**src/verilog/imsc_regs.vh**
```
// constants for the interrupt mask and sequence control block
// assumes 16-bit registers reached over a 24-bit serial frame
`ifndef IMSC_REGS_VH
`define IMSC_REGS_VH

// ****************************************************************
// register addresses (6-bit)
// ****************************************************************
`define IMSC_ADDR_IEN     6'h05
`define IMSC_ADDR_CTLA    6'h06
`define IMSC_ADDR_STAT    6'h3e

// ****************************************************************
// interrupt enable register fields
// ****************************************************************
`define IMSC_IEN_ATTN     15
`define IMSC_IEN_RAMADDR  12
`define IMSC_IEN_ARBBUSY  11
`define IMSC_IEN_PLL      9
`define IMSC_IEN_DEEPDOZE 8
`define IMSC_IEN_DOZE     4
`define IMSC_IEN_CMP2     1
`define IMSC_IEN_CMP1     0
`define IMSC_IEN_RESET    16'h8000
`define IMSC_IEN_WMASK    16'h9b13

// ****************************************************************
// primary control register fields
// ****************************************************************
`define IMSC_CTLA_CCA     10
`define IMSC_CTLA_TXDONE  9
`define IMSC_CTLA_RXDONE  8
`define IMSC_CTLA_TRIG    7
`define IMSC_CTLA_TYPE_HI 5
`define IMSC_CTLA_TYPE_LO 4
`define IMSC_CTLA_SEQ_HI  1
`define IMSC_CTLA_SEQ_LO  0
`define IMSC_CTLA_RESET   16'h0000
`define IMSC_CTLA_WMASK   16'h07b3

// ****************************************************************
// pending status layout and codes
// ****************************************************************
`define IMSC_ST_ATTN      15
`define IMSC_ST_RAMADDR   12
`define IMSC_ST_ARBBUSY   11
`define IMSC_ST_CCA       10
`define IMSC_ST_PLL       9
`define IMSC_ST_RXDONE    8
`define IMSC_ST_TXDONE    7
`define IMSC_ST_DOZE      4
`define IMSC_ST_CMP2      1
`define IMSC_ST_CMP1      0
`define IMSC_SEQ_IDLE     2'h0
`define IMSC_SEQ_ASSESS   2'h1
`define IMSC_SEQ_RX       2'h2
`define IMSC_SEQ_TX       2'h3
`define IMSC_TYPE_CCA     2'h1
`define IMSC_TYPE_ED      2'h2

// ****************************************************************
// serial frame counts
// ****************************************************************
`define IMSC_HDR_LAST     5'h07
`define IMSC_DATA_FIRST   5'h08
`define IMSC_FRAME_LAST   5'h17
`define IMSC_FRAME_BITS   5'h18

`endif

```
**src/verilog/imsc_spi_slave.v**
```verilog
// serial register port: header byte then one 16-bit data word
// assumes all pins synchronous to clk and sclk slower than clk/6
`include "imsc_regs.vh"

module imsc_spi_slave (
    input  wire        clk,
    input  wire        arst_n,
    input  wire        ce_n,
    input  wire        sclk,
    input  wire        mosi,
    output wire        miso,
    output wire        miso_oe,
    output reg         hdr_valid,
    output reg         hdr_read,
    output reg  [5:0]  hdr_addr,
    input  wire [15:0] rd_data,
    output reg         wr_valid,
    output reg  [15:0] wr_data
);

    reg        sclk_q;   // previous clock level for edge finding
    reg [4:0]  bit_cnt;  // bits taken in this frame
    reg [15:0] rx_sh;    // incoming shift register
    reg [15:0] tx_sh;    // outgoing shift register

    wire rise = ~ce_n & sclk & ~sclk_q;
    wire fall = ~ce_n & ~sclk & sclk_q;

    assign miso    = tx_sh[15];
    assign miso_oe = ~ce_n;

    // ************************************************************
    // frame engine
    // ************************************************************
    // mode 0: sample on rising edge, shift out on falling edge
    always @(posedge clk or negedge arst_n) begin
        if (!arst_n) begin
            sclk_q    <= 1'b0;
            bit_cnt   <= 5'h00;
            rx_sh     <= 16'h0000;
            tx_sh     <= 16'h0000;
            hdr_valid <= 1'b0;
            hdr_read  <= 1'b0;
            hdr_addr  <= 6'h00;
            wr_valid  <= 1'b0;
            wr_data   <= 16'h0000;
        end else begin
            sclk_q    <= sclk;
            hdr_valid <= 1'b0;
            wr_valid  <= 1'b0;
            if (hdr_valid) begin
                // taken with the status clear: read sees the old flags
                tx_sh <= rd_data;
            end
            if (ce_n) begin
                // frame ends: drop any partial word
                bit_cnt <= 5'h00;
            end else if (rise && bit_cnt != `IMSC_FRAME_BITS) begin
                rx_sh   <= {rx_sh[14:0], mosi};
                bit_cnt <= bit_cnt + 5'h01;
                if (bit_cnt == `IMSC_HDR_LAST) begin
                    hdr_valid <= 1'b1;
                    hdr_read  <= rx_sh[6];
                    hdr_addr  <= {rx_sh[4:0], mosi};
                end
                if (bit_cnt == `IMSC_FRAME_LAST && !hdr_read) begin
                    wr_valid <= 1'b1;
                    wr_data  <= {rx_sh[14:0], mosi};
                end
            end else if (fall && bit_cnt > `IMSC_DATA_FIRST) begin
                // the first data bit stands from load to ninth rise
                tx_sh <= {tx_sh[14:0], 1'b0};
            end
        end
    end

endmodule

```
**src/verilog/imsc_doze_ctl.v**
```verilog
// doze state keeper with normal and deep doze exits
// assumes doze_req is a level from the power control register
module imsc_doze_ctl (
    input  wire clk,
    input  wire arst_n,
    input  wire doze_req,
    input  wire deep_doze,
    input  wire cmp_two,
    input  wire attn_n,
    output reg  in_doze,
    output reg  timer_clk_en,
    output reg  attn_event
);

    reg doze_req_q;  // previous request level
    reg attn_n_q;    // previous attention pin level

    wire attn_fall = attn_n_q & ~attn_n;
    // deep doze ignores the comparator so timers may stop
    wire wake      = attn_fall | (~deep_doze & cmp_two);

    // ************************************************************
    // doze state
    // ************************************************************
    always @(posedge clk or negedge arst_n) begin
        if (!arst_n) begin
            doze_req_q   <= 1'b0;
            attn_n_q     <= 1'b1;
            in_doze      <= 1'b0;
            timer_clk_en <= 1'b1;
            attn_event   <= 1'b0;
        end else begin
            doze_req_q <= doze_req;
            attn_n_q   <= attn_n;
            attn_event <= attn_fall;
            if (wake) begin
                // a wake in the entry cycle wins: no lost exit
                in_doze <= 1'b0;
            end else if (doze_req & ~doze_req_q) begin
                in_doze <= 1'b1;
            end
            timer_clk_en <= ~(in_doze & deep_doze);
        end
    end

endmodule

```
**src/verilog/imsc_top.v**
```verilog
// interrupt masking and transceiver sequence control registers
// assumes event inputs are one-cycle pulses synchronous to CLK
//
// Contract
// - enabled true flag drives interrupt pin
// - reading status flag removes pending interrupt
// - attention enable bit 15 resets to one
// - bit 12 gates buffer address error
// - bit 11 gates arbiter busy error
// - bit 9 gates synthesizer unlock flag
// - deep doze waits for attention, timers stopped
// - normal doze exits on comparator or attention
// - bit 4 gates doze timer flag
// - bit 1 gates comparator two flag
// - bit 0 gates comparator one flag
// - control bit 10 gates assessment done
// - control bit 9 gates transmit done
// - control bit 8 gates packet received
// - timer trigger starts sequence on comparator two
// - manual start through enable pin otherwise
// - bits 5-4 pick clear channel or energy
// - bits 1-0 pick idle, assess, receive, transmit
`include "imsc_regs.vh"

module imsc_top (
    input  wire       CLK,
    input  wire       ARST_N,
    input  wire       CE_N,
    input  wire       SCLK,
    input  wire       MOSI,
    output wire       MISO,
    output wire       MISO_OE,
    output reg        IRQ_N,
    input  wire       RADIO_SEQUENCE_ENABLE_PIN,
    input  wire       ATTN_N,
    input  wire       COMPARATOR_TWO,
    input  wire       COMPARATOR_TWO_PRIMED,
    input  wire       COMPARATOR_ONE,
    input  wire       DOZE_REQUEST,
    input  wire       EV_RAM_ADDR_ERR,
    input  wire       EV_ARB_BUSY_ERR,
    input  wire       EV_PLL_UNLOCK,
    input  wire       EV_DOZE_TIMER,
    input  wire       EV_ASSESS_DONE,
    input  wire       EV_TX_DONE,
    input  wire       EV_RX_DONE,
    output reg        SEQ_START,
    output wire [1:0] SEQ_SELECT,
    output wire [1:0] ASSESS_TYPE,
    output wire       DOZE_ACTIVE,
    output wire       EVENT_TIMER_CLK_EN
);

    // ************************************************************
    // storage
    // ************************************************************
    reg  [15:0] interrupt_enable_reg;  // masks and deep doze
    reg  [15:0] primary_control_reg;   // masks, trigger, modes
    reg  [15:0] pending;               // sticky event flags
    reg  [15:0] next_pending;          // flags after set/clear
    reg  [15:0] rd_mux;                // read data for a header
    reg         seq_pin_q;             // previous enable pin level
    reg         start_req;             // sequence start condition
    reg  [15:0] enabled_mask;          // enables in status layout

    // serial port wiring
    wire        hdr_valid;
    wire        hdr_read;
    wire [5:0]  hdr_addr;
    wire        wr_valid;
    wire [15:0] wr_data;
    wire        attn_event;

    // clear strobe: the status word is captured for output on this same edge
    wire stat_read = hdr_valid & hdr_read &
                     (hdr_addr == `IMSC_ADDR_STAT);

    // ************************************************************
    // helpers
    // ************************************************************
    // keep reserved positions at reset, take writable bits
    function [15:0] merge_write;
        input [15:0] wmask;
        input [15:0] rst_val;
        input [15:0] data;
        begin
            merge_write = (data & wmask) | (rst_val & ~wmask);
        end
    endfunction

    // ************************************************************
    // serial register port
    // ************************************************************
    imsc_spi_slave u_spi (
        .clk       (CLK),
        .arst_n    (ARST_N),
        .ce_n      (CE_N),
        .sclk      (SCLK),
        .mosi      (MOSI),
        .miso      (MISO),
        .miso_oe   (MISO_OE),
        .hdr_valid (hdr_valid),
        .hdr_read  (hdr_read),
        .hdr_addr  (hdr_addr),
        .rd_data   (rd_mux),
        .wr_valid  (wr_valid),
        .wr_data   (wr_data)
    );

    // ************************************************************
    // doze control
    // ************************************************************
    imsc_doze_ctl u_doze (
        .clk          (CLK),
        .arst_n       (ARST_N),
        .doze_req     (DOZE_REQUEST),
        .deep_doze    (interrupt_enable_reg[`IMSC_IEN_DEEPDOZE]),
        .cmp_two      (COMPARATOR_TWO),
        .attn_n       (ATTN_N),
        .in_doze      (DOZE_ACTIVE),
        .timer_clk_en (EVENT_TIMER_CLK_EN),
        .attn_event   (attn_event)
    );

    // ************************************************************
    // register writes
    // ************************************************************
    // unmapped writes are dropped; reserved bits never change
    always @(posedge CLK or negedge ARST_N) begin
        if (!ARST_N) begin
            interrupt_enable_reg <= `IMSC_IEN_RESET;
            primary_control_reg  <= `IMSC_CTLA_RESET;
        end else if (wr_valid) begin
            if (hdr_addr == `IMSC_ADDR_IEN) begin
                interrupt_enable_reg <= merge_write(
                    `IMSC_IEN_WMASK, `IMSC_IEN_RESET,
                    wr_data);
            end
            if (hdr_addr == `IMSC_ADDR_CTLA) begin
                primary_control_reg <= merge_write(
                    `IMSC_CTLA_WMASK, `IMSC_CTLA_RESET,
                    wr_data);
            end
        end
    end

    // ************************************************************
    // read mux
    // ************************************************************
    // unmapped addresses read as zero
    always @* begin
        case (hdr_addr)
            `IMSC_ADDR_IEN:  rd_mux = interrupt_enable_reg;
            `IMSC_ADDR_CTLA: rd_mux = primary_control_reg;
            `IMSC_ADDR_STAT: rd_mux = pending;
            default:         rd_mux = 16'h0000;
        endcase
    end

    // ************************************************************
    // pending flags
    // ************************************************************
    // a set in the clear cycle survives: the read took the old word
    always @* begin
        next_pending = stat_read ? 16'h0000 : pending;
        next_pending[`IMSC_ST_ATTN]    =
            next_pending[`IMSC_ST_ATTN]    | attn_event;
        next_pending[`IMSC_ST_RAMADDR] =
            next_pending[`IMSC_ST_RAMADDR] | EV_RAM_ADDR_ERR;
        next_pending[`IMSC_ST_ARBBUSY] =
            next_pending[`IMSC_ST_ARBBUSY] | EV_ARB_BUSY_ERR;
        next_pending[`IMSC_ST_CCA]     =
            next_pending[`IMSC_ST_CCA]     | EV_ASSESS_DONE;
        next_pending[`IMSC_ST_PLL]     =
            next_pending[`IMSC_ST_PLL]     | EV_PLL_UNLOCK;
        next_pending[`IMSC_ST_RXDONE]  =
            next_pending[`IMSC_ST_RXDONE]  | EV_RX_DONE;
        next_pending[`IMSC_ST_TXDONE]  =
            next_pending[`IMSC_ST_TXDONE]  | EV_TX_DONE;
        next_pending[`IMSC_ST_DOZE]    =
            next_pending[`IMSC_ST_DOZE]    | EV_DOZE_TIMER;
        next_pending[`IMSC_ST_CMP2]    =
            next_pending[`IMSC_ST_CMP2]    | COMPARATOR_TWO;
        next_pending[`IMSC_ST_CMP1]    =
            next_pending[`IMSC_ST_CMP1]    | COMPARATOR_ONE;
    end

    always @(posedge CLK or negedge ARST_N) begin
        if (!ARST_N) begin
            pending <= 16'h0000;
        end else begin
            pending <= next_pending;
        end
    end

    // ************************************************************
    // enable gathering into status layout
    // ************************************************************
    always @* begin
        enabled_mask = 16'h0000;
        enabled_mask[`IMSC_ST_ATTN]    =
            interrupt_enable_reg[`IMSC_IEN_ATTN];
        enabled_mask[`IMSC_ST_RAMADDR] =
            interrupt_enable_reg[`IMSC_IEN_RAMADDR];
        enabled_mask[`IMSC_ST_ARBBUSY] =
            interrupt_enable_reg[`IMSC_IEN_ARBBUSY];
        enabled_mask[`IMSC_ST_PLL]     =
            interrupt_enable_reg[`IMSC_IEN_PLL];
        enabled_mask[`IMSC_ST_DOZE]    =
            interrupt_enable_reg[`IMSC_IEN_DOZE];
        enabled_mask[`IMSC_ST_CMP2]    =
            interrupt_enable_reg[`IMSC_IEN_CMP2];
        enabled_mask[`IMSC_ST_CMP1]    =
            interrupt_enable_reg[`IMSC_IEN_CMP1];
        enabled_mask[`IMSC_ST_CCA]     =
            primary_control_reg[`IMSC_CTLA_CCA];
        enabled_mask[`IMSC_ST_TXDONE]  =
            primary_control_reg[`IMSC_CTLA_TXDONE];
        enabled_mask[`IMSC_ST_RXDONE]  =
            primary_control_reg[`IMSC_CTLA_RXDONE];
    end

    // ************************************************************
    // interrupt pin
    // ************************************************************
    // registered so the pin never glitches; one cycle behind flags
    always @(posedge CLK or negedge ARST_N) begin
        if (!ARST_N) begin
            IRQ_N <= 1'b1;
        end else begin
            IRQ_N <= ~|(pending & enabled_mask);
        end
    end

    // ************************************************************
    // sequence start
    // ************************************************************
    assign SEQ_SELECT  = primary_control_reg[`IMSC_CTLA_SEQ_HI:
                                             `IMSC_CTLA_SEQ_LO];
    assign ASSESS_TYPE = primary_control_reg[`IMSC_CTLA_TYPE_HI:
                                             `IMSC_CTLA_TYPE_LO];

    // idle selection never starts anything
    always @* begin
        if (SEQ_SELECT == `IMSC_SEQ_IDLE) begin
            start_req = 1'b0;
        end else if (primary_control_reg[`IMSC_CTLA_TRIG]) begin
            start_req = COMPARATOR_TWO |
                        COMPARATOR_TWO_PRIMED;
        end else begin
            start_req = RADIO_SEQUENCE_ENABLE_PIN & ~seq_pin_q;
        end
    end

    always @(posedge CLK or negedge ARST_N) begin
        if (!ARST_N) begin
            seq_pin_q <= 1'b0;
            SEQ_START <= 1'b0;
        end else begin
            seq_pin_q <= RADIO_SEQUENCE_ENABLE_PIN;
            SEQ_START <= start_req;
        end
    end

endmodule

```
**config.mk**
```make
export PLATFORM = sky130hd
export DESIGN_NAME = imsc_top
export DESIGN_NICKNAME = d
export VERILOG_FILES = /design/src/verilog/imsc_spi_slave.v /design/src/verilog/imsc_doze_ctl.v /design/src/verilog/imsc_top.v
export VERILOG_INCLUDE_DIRS = /design/src /design/src/verilog
export SDC_FILE = /design/constraint.sdc
export NUM_CORES = 1
export LEC_CHECK = 0
export ABC_AREA = 1
export BUFFER_PORTS_ARGS = -buffer_cell sky130_fd_sc_hd__buf_4
export CORE_ASPECT_RATIO = 0.5
export CORE_MARGIN = 2
export CORE_UTILIZATION = 40
export CTS_CLUSTER_SIZE = 24
export DETAILED_ROUTE_END_ITERATION = 7
export PLACE_DENSITY = 0.6
export SKIP_LAST_GASP = 1
export SLEW_MARGIN = 20
export SYNTH_ARGS = -nofsm -noshare
export SYNTH_HDL_FRONTEND = slang
export SYNTH_SLANG_ARGS = --single-unit
export TNS_END_PERCENT = 20
```
**constraint.sdc**
```tcl
create_clock -name CLK -period 2.5 [get_ports CLK]
set_input_delay 0.5 -clock CLK [delete_from_list [all_inputs] [get_ports CLK]]
set_output_delay 0.5 -clock CLK [all_outputs]
set_load 0.01 [all_outputs]
```
Word level (Yosys, flattened, before mapping)
Cells that the tools add are included.

operators by class
  $add $sub $neg = 1
  magnitude comparators = 1
  eq/ne operators = 6
  muxes and demuxes = 18
  bitwise gates (word level) = 32
  reductions and logical operators = 14

operators with widths
  kind                                                  count
  2-to-1 mux 16 bit                                     5
  one-hot mux 16 bit (3 select lines)                   1
  AND 16 bit                                            1
  OR reduction 16 bit                                   1
  equality test 6 x 3 -> 1 bit (second input constant)  2
  bitwise OR 1 bit                                      12
  AND 1 bit                                             11
  2-to-1 mux 1 bit                                      10
  2-to-1 mux 5 bit                                      2
  inverter 1 bit                                        8
  equality test 6 bit (second input constant)           1
  AND reduction 2 bit                                   3
  AND reduction 3 bit                                   2
  adder 5 x 1 -> 5 bit (second input constant)          1
  equality test 5 x 3 -> 1 bit (second input constant)  1
  equality test 5 bit (second input constant)           1
  > comparator 5 x 4 -> 1 bit (second input constant)   1
  inequality test 5 bit (second input constant)         1
  nonzero test 2 bit                                    2
  logical AND 1 bit                                     3
  zero test 1 bit                                       2
  zero test 2 bit                                       1

word-level totals
  register bits = 96
  input bits = 18
  output and inout bits = 10
  word-level logic and storage cells = 92

Depth between registers and ports, before layout
Gate-level depths: netlist of the first run.

  word-level depth = 7
  mapped depth = 10
  gate-level depth less buffers = 9

By module
From an unflattened synthesis of the first run, not the netlist that was laid out.

unflattened totals
  cell total of the unflattened synthesis = 548
  area total of the unflattened synthesis = 4568.1 um^2

modules (own cells, without submodules)
  module          instances  cells each  area an instance (um^2)  seq. area each (um^2)
  imsc_spi_slave  1          339         2886.5                   1551.5
  imsc_top        1          194         1512.7                   728.2
  imsc_doze_ctl   1          15          168.9                    127.6

Worst setup path before layout of the first run
OpenSTA, ideal clock, no wires.

  path kind = reg-to-reg
  start point = register u_spi.bit_cnt[0]
  end point = register u_spi.tx_sh[10]
  library setup time = 0.120 ns
  arrival time = 1.259 ns
  required time = 2.380 ns
  path slack = 1.122 ns
  cell stages (with the launch flop) = 11
  buffers on the path = 1
  clock period less this slack = 1.378 ns
  cells stage by stage = dfrtp_1 -> inv_1 -> ha_1 -> nand2_1 -> nand2_1 -> nand2_1 -> nand2_4 -> clkinv_2 -> buf_6 -> a21oi_2 -> a21oi_2

between the ends
  word-level cells in the longest chain between the ends = 5
  elaborated cells between the ends (all ways) = 7
  classes of those cells = 1 x order compare; 1 x eq/ne; 3 x mux; 2 x reduce/logical

RTL lines
  element                                       RTL line             source
  start: declaration                            imsc_spi_slave.v:22  reg [4:0] bit_cnt;
  start signal: assignment                      imsc_spi_slave.v:60  bit_cnt <= bit_cnt + 5'h01;
  > comparator 5 x 4 -> 1 bit (no source line)  n/a
  logical AND 1 bit (no source line)            n/a
  2-to-1 mux 16 bit                             imsc_spi_slave.v:70  end else if (fall && bit_cnt > `IMSC_DATA_FIRST) begin
  2-to-1 mux 16 bit *                           imsc_spi_slave.v:58  end else if (rise && bit_cnt != `IMSC_FRAME_BITS) begin
  2-to-1 mux 16 bit *                           imsc_spi_slave.v:55  if (ce_n) begin
  end signal: assignment                        imsc_spi_slave.v:53  tx_sh <= rd_data;
  end signal: assignment                        imsc_spi_slave.v:72  tx_sh <= {tx_sh[14:0], 1'b0};
  end: declaration                              imsc_spi_slave.v:24  reg [15:0] tx_sh;

Mark *: on every way between the ends. The rest lies on a longest branch, timed or not.
A chain may end at the register's enable or synchronous reset.

Final worst setup path of the first run
  start point = register u_spi.hdr_addr[3]
  end point = register interrupt_enable_reg[1]

between the ends
  word-level cells in the longest chain between the ends = 2

RTL lines
  element                               RTL line             source
  start: declaration                    imsc_spi_slave.v:15  output reg [5:0] hdr_addr,
  start signal: assignment              imsc_spi_slave.v:64  hdr_addr <= {rx_sh[4:0], mosi};
  equality test 6 x 3 -> 1 bit          n/a
  AND reduction 2 bit (no source line)  n/a
  end signal: assignment                imsc_top.v:131       interrupt_enable_reg <= `IMSC_IEN_RESET;
  end signal: assignment                imsc_top.v:135       interrupt_enable_reg <= merge_write(
  end: declaration                      imsc_top.v:57        reg [15:0] interrupt_enable_reg;

No other way between the ends.

==> impl_metrics.ini, run 1 <==
[run_status]
status = completed

[worst_setup_path]
r2r_slack_ns = 0.72
crit_path_start_kind = register
worstReg2RegEnd = interrupt_enable_reg[1]$_DFFE_PN0P_
required_ns = 2.77
slowest_stage = and3_1
critPathKind = register to register
crit_family = simple AND/OR/NAND/NOR gates
end_kind = register
cpMostUsedCell = nand2_1
reg2reg_from = u_spi.hdr_addr[3]$_DFFE_PN0P_
critical_path.max_fanout = 16
worst_path_largest_cell_delay_ns = 0.60
crit_chain = inv_1 -> nand2_1 -> nor2_4 -> and3_1 -> nand2_1 -> o21ai_1
rr_worst_depth = 6
cp.arrival_ns = 2.04
crit_buf_inv = 1

[global_route]
grt_pass1_wl_um = 14000
grt_pass1_vias = 2733
grt_use_total = 0.165
antenna_found_initial = 0
grt_max_degree = 50
overflow = 0

[cts]
cts_buffers = 9
cts_root_buf = clkbuf_16
cts_tree = done
cts_setup_buffers = 0
cts_htree_levels = 3
clkTransAtPathRegs_ns = 0.06
clockBufferDepth = 2
clk_latency_ns = 0.34
cts_resized = 0
cts.sinks = 91
hold_buffers = 0

[floorplan]
die-width_um = 147
core_mm2 = 0.0101
start_util = 0.407
num_io_pins = 28
dieArea_mm2 = 0.0111
rows = 26
dieHeight_um = 75.6

[timing]
min_period_ns = 1.78
fin_crit_sh = 0.710
drv_slew = 0
worst_slew_pin_slew_ns = 0.641
setup_viol = 0
hold_violations = 0
rsz0062_at_grt = no
relSlewSlack = 0.573
tns_ns = 0
fmax_mhz = 563
timing.hold.ws_ns = 0.178
fin_skew_ns = 0.00627

[placement]
post-place-cells = 595
postPlaceCellArea_mm2 = 0.00437
hpwl_um = 5850
globalplace.congestion = 0.759
portBuffers = 27

[logic_synthesis]
syn_nets = 463
seq_area_frac_synth = 0.556
syn_area_mm2 = 0.00410
synth_seq_cells = 91
synth.avg_cell_area_um2 = 9.26
yosys_warnings = 0
synth_cells = 443
synth_cell_types = 34

[pwr]
p_sw_uw = 710
p_clk_frac = 0.418
combPwrFrac = 0.070
power.leakage_uw = 0.00230
p_per_area_mw_per_mm2 = 671
switching_share = 0.227
intPower_uw = 2420
power_frac_seq = 0.512
ir_drop_v = 0.000342

[finish]
largest-register = u_spi.tx_sh
final_cells = 611
drive_gt1_frac = 0.206
seq_area_mm2 = 0.00228
num-nets-final = 486
areaGrowthSynthToFinish_pct = 13.5
multi_input_area_mm2 = 0.00146
stdcell_area_mm2 = 0.00466
n_fill_cell = 984
diodes = 0
largest_reg_flops = 16
top_regs = u_spi.tx_sh (16), u_spi.rx_sh (15), u_spi.wr_data (11)

[routing]
maxUsedRoutingLayer = met4
drt_wl_total_um = 8190
drtIter0Drc = 213
vias = 2890
drc = 0
post_drt_wl_per_cell_um = 13.4
wl_met3_um = 306
drtAntennaViolNets = 0
drtPass1Iterations = 4
routed_via_density = 4.73
drt-met1-wl_um = 4330
met2_length_um = 3460

[hold_path]
min_path_type = primary input to asynchronous set/reset pin

[job]
drv_cap = 0
## synth_stat cells
| cell | instances | area (um2) |
|---|---|---|
| o22ai_1 | 2 | 12.5 |
| nand3_1 | 45 | 225 |
| inv_1 | 46 | 173 |
| o21ai_0 | 20 | 100 |
| nand2_2 | 2 | 12.5 |
| clkinv_2 | 1 | 5.00 |
| o21ai_1 | 13 | 65.1 |
| nand2_4 | 3 | 33.8 |
| nor3_1 | 1 | 5.00 |
| nor2_4 | 4 | 45.0 |
| nor3_2 | 1 | 10.0 |
| a211oi_1 | 2 | 15.0 |
| nand4_1 | 1 | 6.26 |
| a21oi_2 | 8 | 70.1 |
| inv_2 | 5 | 18.8 |
| nor3b_2 | 1 | 12.5 |
| clkbuf_1 | 2 | 7.51 |
| o21bai_1 | 10 | 75.1 |
| dfrtp_1 | 87 | 2180 |
| ha_1 | 2 | 25.0 |
| buf_2 | 3 | 15.0 |
| inv_4 | 1 | 6.26 |
| buf_8 | 1 | 15.0 |
| xor2_1 | 1 | 8.76 |
| and3_1 | 1 | 6.26 |
| buf_6 | 6 | 67.6 |
| dfstp_2 | 4 | 105 |
| nor2_1 | 16 | 60.1 |
| nand2_1 | 111 | 417 |
| a21oi_1 | 14 | 70.1 |
| buf_1 | 1 | 3.75 |
| nor2_2 | 1 | 6.26 |
| buf_4 | 7 | 52.6 |
| o21ai_2 | 20 | 175 |
## through the flow
| stage | worst slack (ns) | utilization | power [uW] |
|---|---|---|---|
| 6_report | 0.724 | 0.462 | 3130 |
| 4_1_cts | 0.723 | 0.462 | 3170 |
| 5_1_grt | 0.519 | 0.462 | 3280 |
| 2_1_floorplan | 1.12 | - | 1750 |
| 3_3_place_gp | 0.699 | 0.433 | 1850 |
| 3_5_place_dp | 0.736 | 0.433 | 1850 |
## worst max path at each step
stage	end	start	cells past startpoint	slack [ns]
after floorplan	u_spi.tx_sh[10]$_DFF_PN0_	u_spi.bit_cnt[0]$_DFFE_PN0P_	10	1.12
after global placement	interrupt_enable_reg[8]$_DFFE_PN0P_	u_spi.hdr_addr[3]$_DFFE_PN0P_	6	0.70
after detailed placement	interrupt_enable_reg[8]$_DFFE_PN0P_	u_spi.hdr_addr[3]$_DFFE_PN0P_	6	0.74
after CTS	interrupt_enable_reg[8]$_DFFE_PN0P_	u_spi.hdr_addr[3]$_DFFE_PN0P_	6	0.72
after global routing	interrupt_enable_reg[8]$_DFFE_PN0P_	u_spi.hdr_addr[3]$_DFFE_PN0P_	6	0.52
final	interrupt_enable_reg[1]$_DFFE_PN0P_	u_spi.hdr_addr[3]$_DFFE_PN0P_	6	0.72
## power groups by stage
stage                     clock network [uW]  registers [uW]  logic (uW)
after floorplan                            0            1620         129
after global placement                     0            1630         220
after detailed placement                   0            1630         224
after CTS                               1350            1600         225
after global routing                    1410            1610         256
final                                   1310            1600         218
## area by class of cell
| class | count | area share |
|---|---|---|
| sequential | 91 | 0.490 |
| timing repair buffer | 32 | 0.0543 |
| clock inverter | 5 | 0.0116 |
| multi-input combinational | 279 | 0.313 |
| inverter | 53 | 0.0435 |
| tap | 140 | 0.0376 |
| clock buffer | 11 | 0.0500 |
## routing by layer
metal | global-route usage | vias to the layer above
li1 | - | 1472
met5 | 0 | -
met4 | 0.0545 | 0
met1 | 0.237 | 1371
met2 | 0.243 | 39
met3 | 0.0497 | 8
## logic make-up (layout without fill, tap and decap cells)
| family | Yosys count | in the layout | share of synthesized area |
|---|---|---|---|
| compound gates | 89 | 89 | 0.142 |
| buf+inv | 73 | 101 | 0.0887 |
| fa+ha+maj | 2 | 2 | 0.00610 |
| xor+xnor | 1 | 1 | 0.00214 |
| simple gates | 187 | 187 | 0.205 |
| flops | 91 | 91 | 0.556 |
## layout by cell type, fill, tap and decap left out, drive strengths merged
master  Yosys  layout
nor3b       1       1
clkinv      1       5
nor3        2       2
bufinv      0       1
and3        1       1
a21oi      22      22
nand4       1       1
o21bai     10      10
nand3      45      45
buf        18      32
o21ai      53      53
nand2     116     116
nor2       21      21
dfstp       4       4
a211oi      2       2
xor2        1       1
ha          2       2
o22ai       2       2
dfrtp      87      87
clkbuf      2      11
inv        52      52
(Power assumes the default switching activity.)
==> run 2: changes to the inputs <==
ABC_AREA = 0   (was 1)
clock period = 1.65 ns   (was 2.5 ns; I/O delays follow)
==> run 2 against run 1 <==
The flow now finishes with violations (setup timing). Flip-flop and latch count is the same. Die area decreased by 5.8%. Global-route usage decreased by 0.069 points. Final area is 4.6% higher. Sequential share of layout area down 2.2 points. Via count shrank 16%. Critical path depth decreased by 1. Wire length shrank 1.9%. Non-clock buffer count grew 29. Highest routed layer unchanged.
==> impl_metrics.ini, run 2 <==
[run_status]
status = finished, violations left
violations = setup timing

[placement]
preCtsSetupSlack_ns = -0.238
globalplace.congestion = 0.820
portBuffers = 27
hpwl_um = 5470
postPlaceCellArea_mm2 = 0.00437

[finish]
top_regs = u_spi.tx_sh (16), u_spi.rx_sh (15), u_spi.wr_data (11)
layout_commonest_cell = dfrtp_1
n_fill_cell = 804
largest-register = u_spi.tx_sh
final_cell_mix = 87 x dfrtp_1, 53 x buf_4, 51 x mux2_2
num-nets-final = 356
drive_gt1_frac = 0.466
diodes = 0
stdcell_area_mm2 = 0.00487
areaGrowthSynthToFinish_pct = 26.4
largest_reg_flops = 16

[job]
drv_cap = 0

[logic_synthesis]
synth_top_cell_area_share = 0.565
synth_cell_types = 49
ys_top_cells_by_count = 87 x dfrtp_1, 53 x mux2_2, 12 x nor2_1
syn_nets = 299
yosys_warnings = 0
synth_most_common_cell = dfrtp_1
synth_seq_cells = 91
seq_area_frac_synth = 0.592
synthArstFlopShare = 1.00
synth_edf_count = 0
synth.avg_cell_area_um2 = 13.8
synth_cells = 279
synth_area_leader_cell = dfrtp_1
yosys-top-cells-area = dfrtp_1 56%, mux2_2 15%, dfstp_2 2.7%
synthFlopType = dfrtp_1
syn_area_mm2 = 0.00385

[routing]
drtIter0Drc = 137
drtPass1Iterations = 4
routed_via_density = 5.12
drc = 0
post_drt_wl_per_cell_um = 16.9
vias = 2436
drtAntennaViolNets = 0
drt_wl_total_um = 8030

[timing]
fin_crit_sh = 1.06
fmax_mhz = 574
relSlewSlack = 0.679
setup_viol = 23
worst_slew_pin_slew_ns = 0.481
rsz0062_at_grt = yes
tns_ns = -0.781
hold_violations = 0
fin_skew_ns = 0.00685
fin_ws_ns = -0.0923
min_period_ns = 1.74
drv_slew = 0

[worst_setup_path]
r2r_slack_ns = -0.09
cp.arrival_ns = 1.94
end_kind = register
crit_chain = and4_4 -> and2_4 -> buf_4 -> a222oi_1 -> a211oi_1
crit_path_start_kind = register
slowest_stage = a222oi_1
critical_path.max_fanout = 6
crit_buf_inv = 1
required_ns = 1.85
worst_path_largest_cell_delay_ns = 0.47
critPathKind = register to register
crit_family = compound AO/OA/AOI/OAI gates

[cts]
clockBufferDepth = 2
cts_tree = done
cts_htree_levels = 3
cts_root_buf = clkbuf_16
clk_latency_ns = 0.35
cts_buffers = 9
cts.sinks = 91
clkTransAtPathRegs_ns = 0.06

[global_route]
grt_use_total = 0.165
grt_pass1_vias = 2435
grt_max_degree = 92
grt_pass1_wl_um = 12900
antenna_found_initial = 0
overflow = 0

[pwr]
ir_drop_v = 0.000404
p_per_area_mw_per_mm2 = 968
power.leakage_uw = 0.00232
finalPower_uw = 4720

[hold_path]
min_path_type = primary input to asynchronous set/reset pin

[floorplan]
rows = 25
dieHeight_um = 73.4
num_io_pins = 28
dieArea_mm2 = 0.0105
die-width_um = 143
start_util = 0.409
core_mm2 = 0.00942
==> run 2: path summary, 6_finish.rpt <==
check	startpoint	endpoint	cells past startpoint
max in group asynchronous	ARST_N	IRQ_N$_DFF_PN1_	2
max reg2reg	u_spi.hdr_addr[3]$_DFFE_PN0P_	u_spi.tx_sh[0]$_DFF_PN0_	5
min in group CLK	ATTN_N	u_doze.attn_n_q$_DFF_PN1_	1
min	ARST_N	u_spi.bit_cnt[2]$_DFFE_PN0P_	2
max	u_spi.hdr_addr[3]$_DFFE_PN0P_	u_spi.tx_sh[0]$_DFF_PN0_	5
min reg2reg	u_doze.attn_event$_DFF_PN0_	pending[15]$_DFF_PN0_	1
==> run 2: through the flow <==
step / utilization / std cells / hold WS, ns
after floorplan: - / 279 / 0.0344
after global placement: 0.465 / 452 / 0.404
after detailed placement: 0.465 / 452 / 0.416
after CTS: 0.504 / 473 / 0.0441
after global routing: 0.517 / 476 / 0.0333
final: 0.517 / 476 / 0.00337
==> run 2: layout make-up <==
cell class	count	area, um2	area share
Clock buffer	11	243	0.0498
Clock inverter	5	52.6	0.0108
Multi-Input combinational cell	166	1550	0.318
Inverter	7	26.3	0.00539
Tap cell	135	169	0.0347
Timing Repair Buffer	61	551	0.113
Sequential cell	91	2280	0.469
==> run 2: kinds of logic after synthesis <==
family,synth area share
flip-flops,0.592
multiplexers,0.166
AND/OR/NAND/NOR,0.0955
AO/OA/AOI/OAI,0.0994
buffers and inverters,0.0318
XOR/XNOR,0.00909
adder cells (fa/ha/maj),0.00649
==> run 2: report_power, final <==
part / switching (uW) / internal [uW] / total [uW]
Combinational: 114 / 153 / 267
Sequential: 88.2 / 2340 / 2420
Clock: 818 / 1210 / 2020
Total: 1020 / 3700 / 4720
==> run 2: layer usage <==
| layer | share of wire | global-route usage | vias to the layer above |
|---|---|---|---|
| met5 | 0 | 0 | - |
| met4 | 0.017 | 0.0550 | 0 |
| met3 | 0.039 | 0.0548 | 13 |
| met2 | 0.45 | 0.251 | 43 |
| met1 | 0.49 | 0.225 | 1241 |
| li1 | - | - | 1139 |
==> run 2: timing repair <==
| item | 4_1_cts | 5_1_grt |
|---|---|---|
| cloned | 0 | 2 |
| hold buffers | 0 | 0 |
| endpoints found under the setup margin | 64 | 71 |
| gates resized for setup | 10 | 14 |
| setup buffers | 5 | 3 |
| pin swaps | 5 | 4 |
| hold endpoints to repair | 0 | 0 |
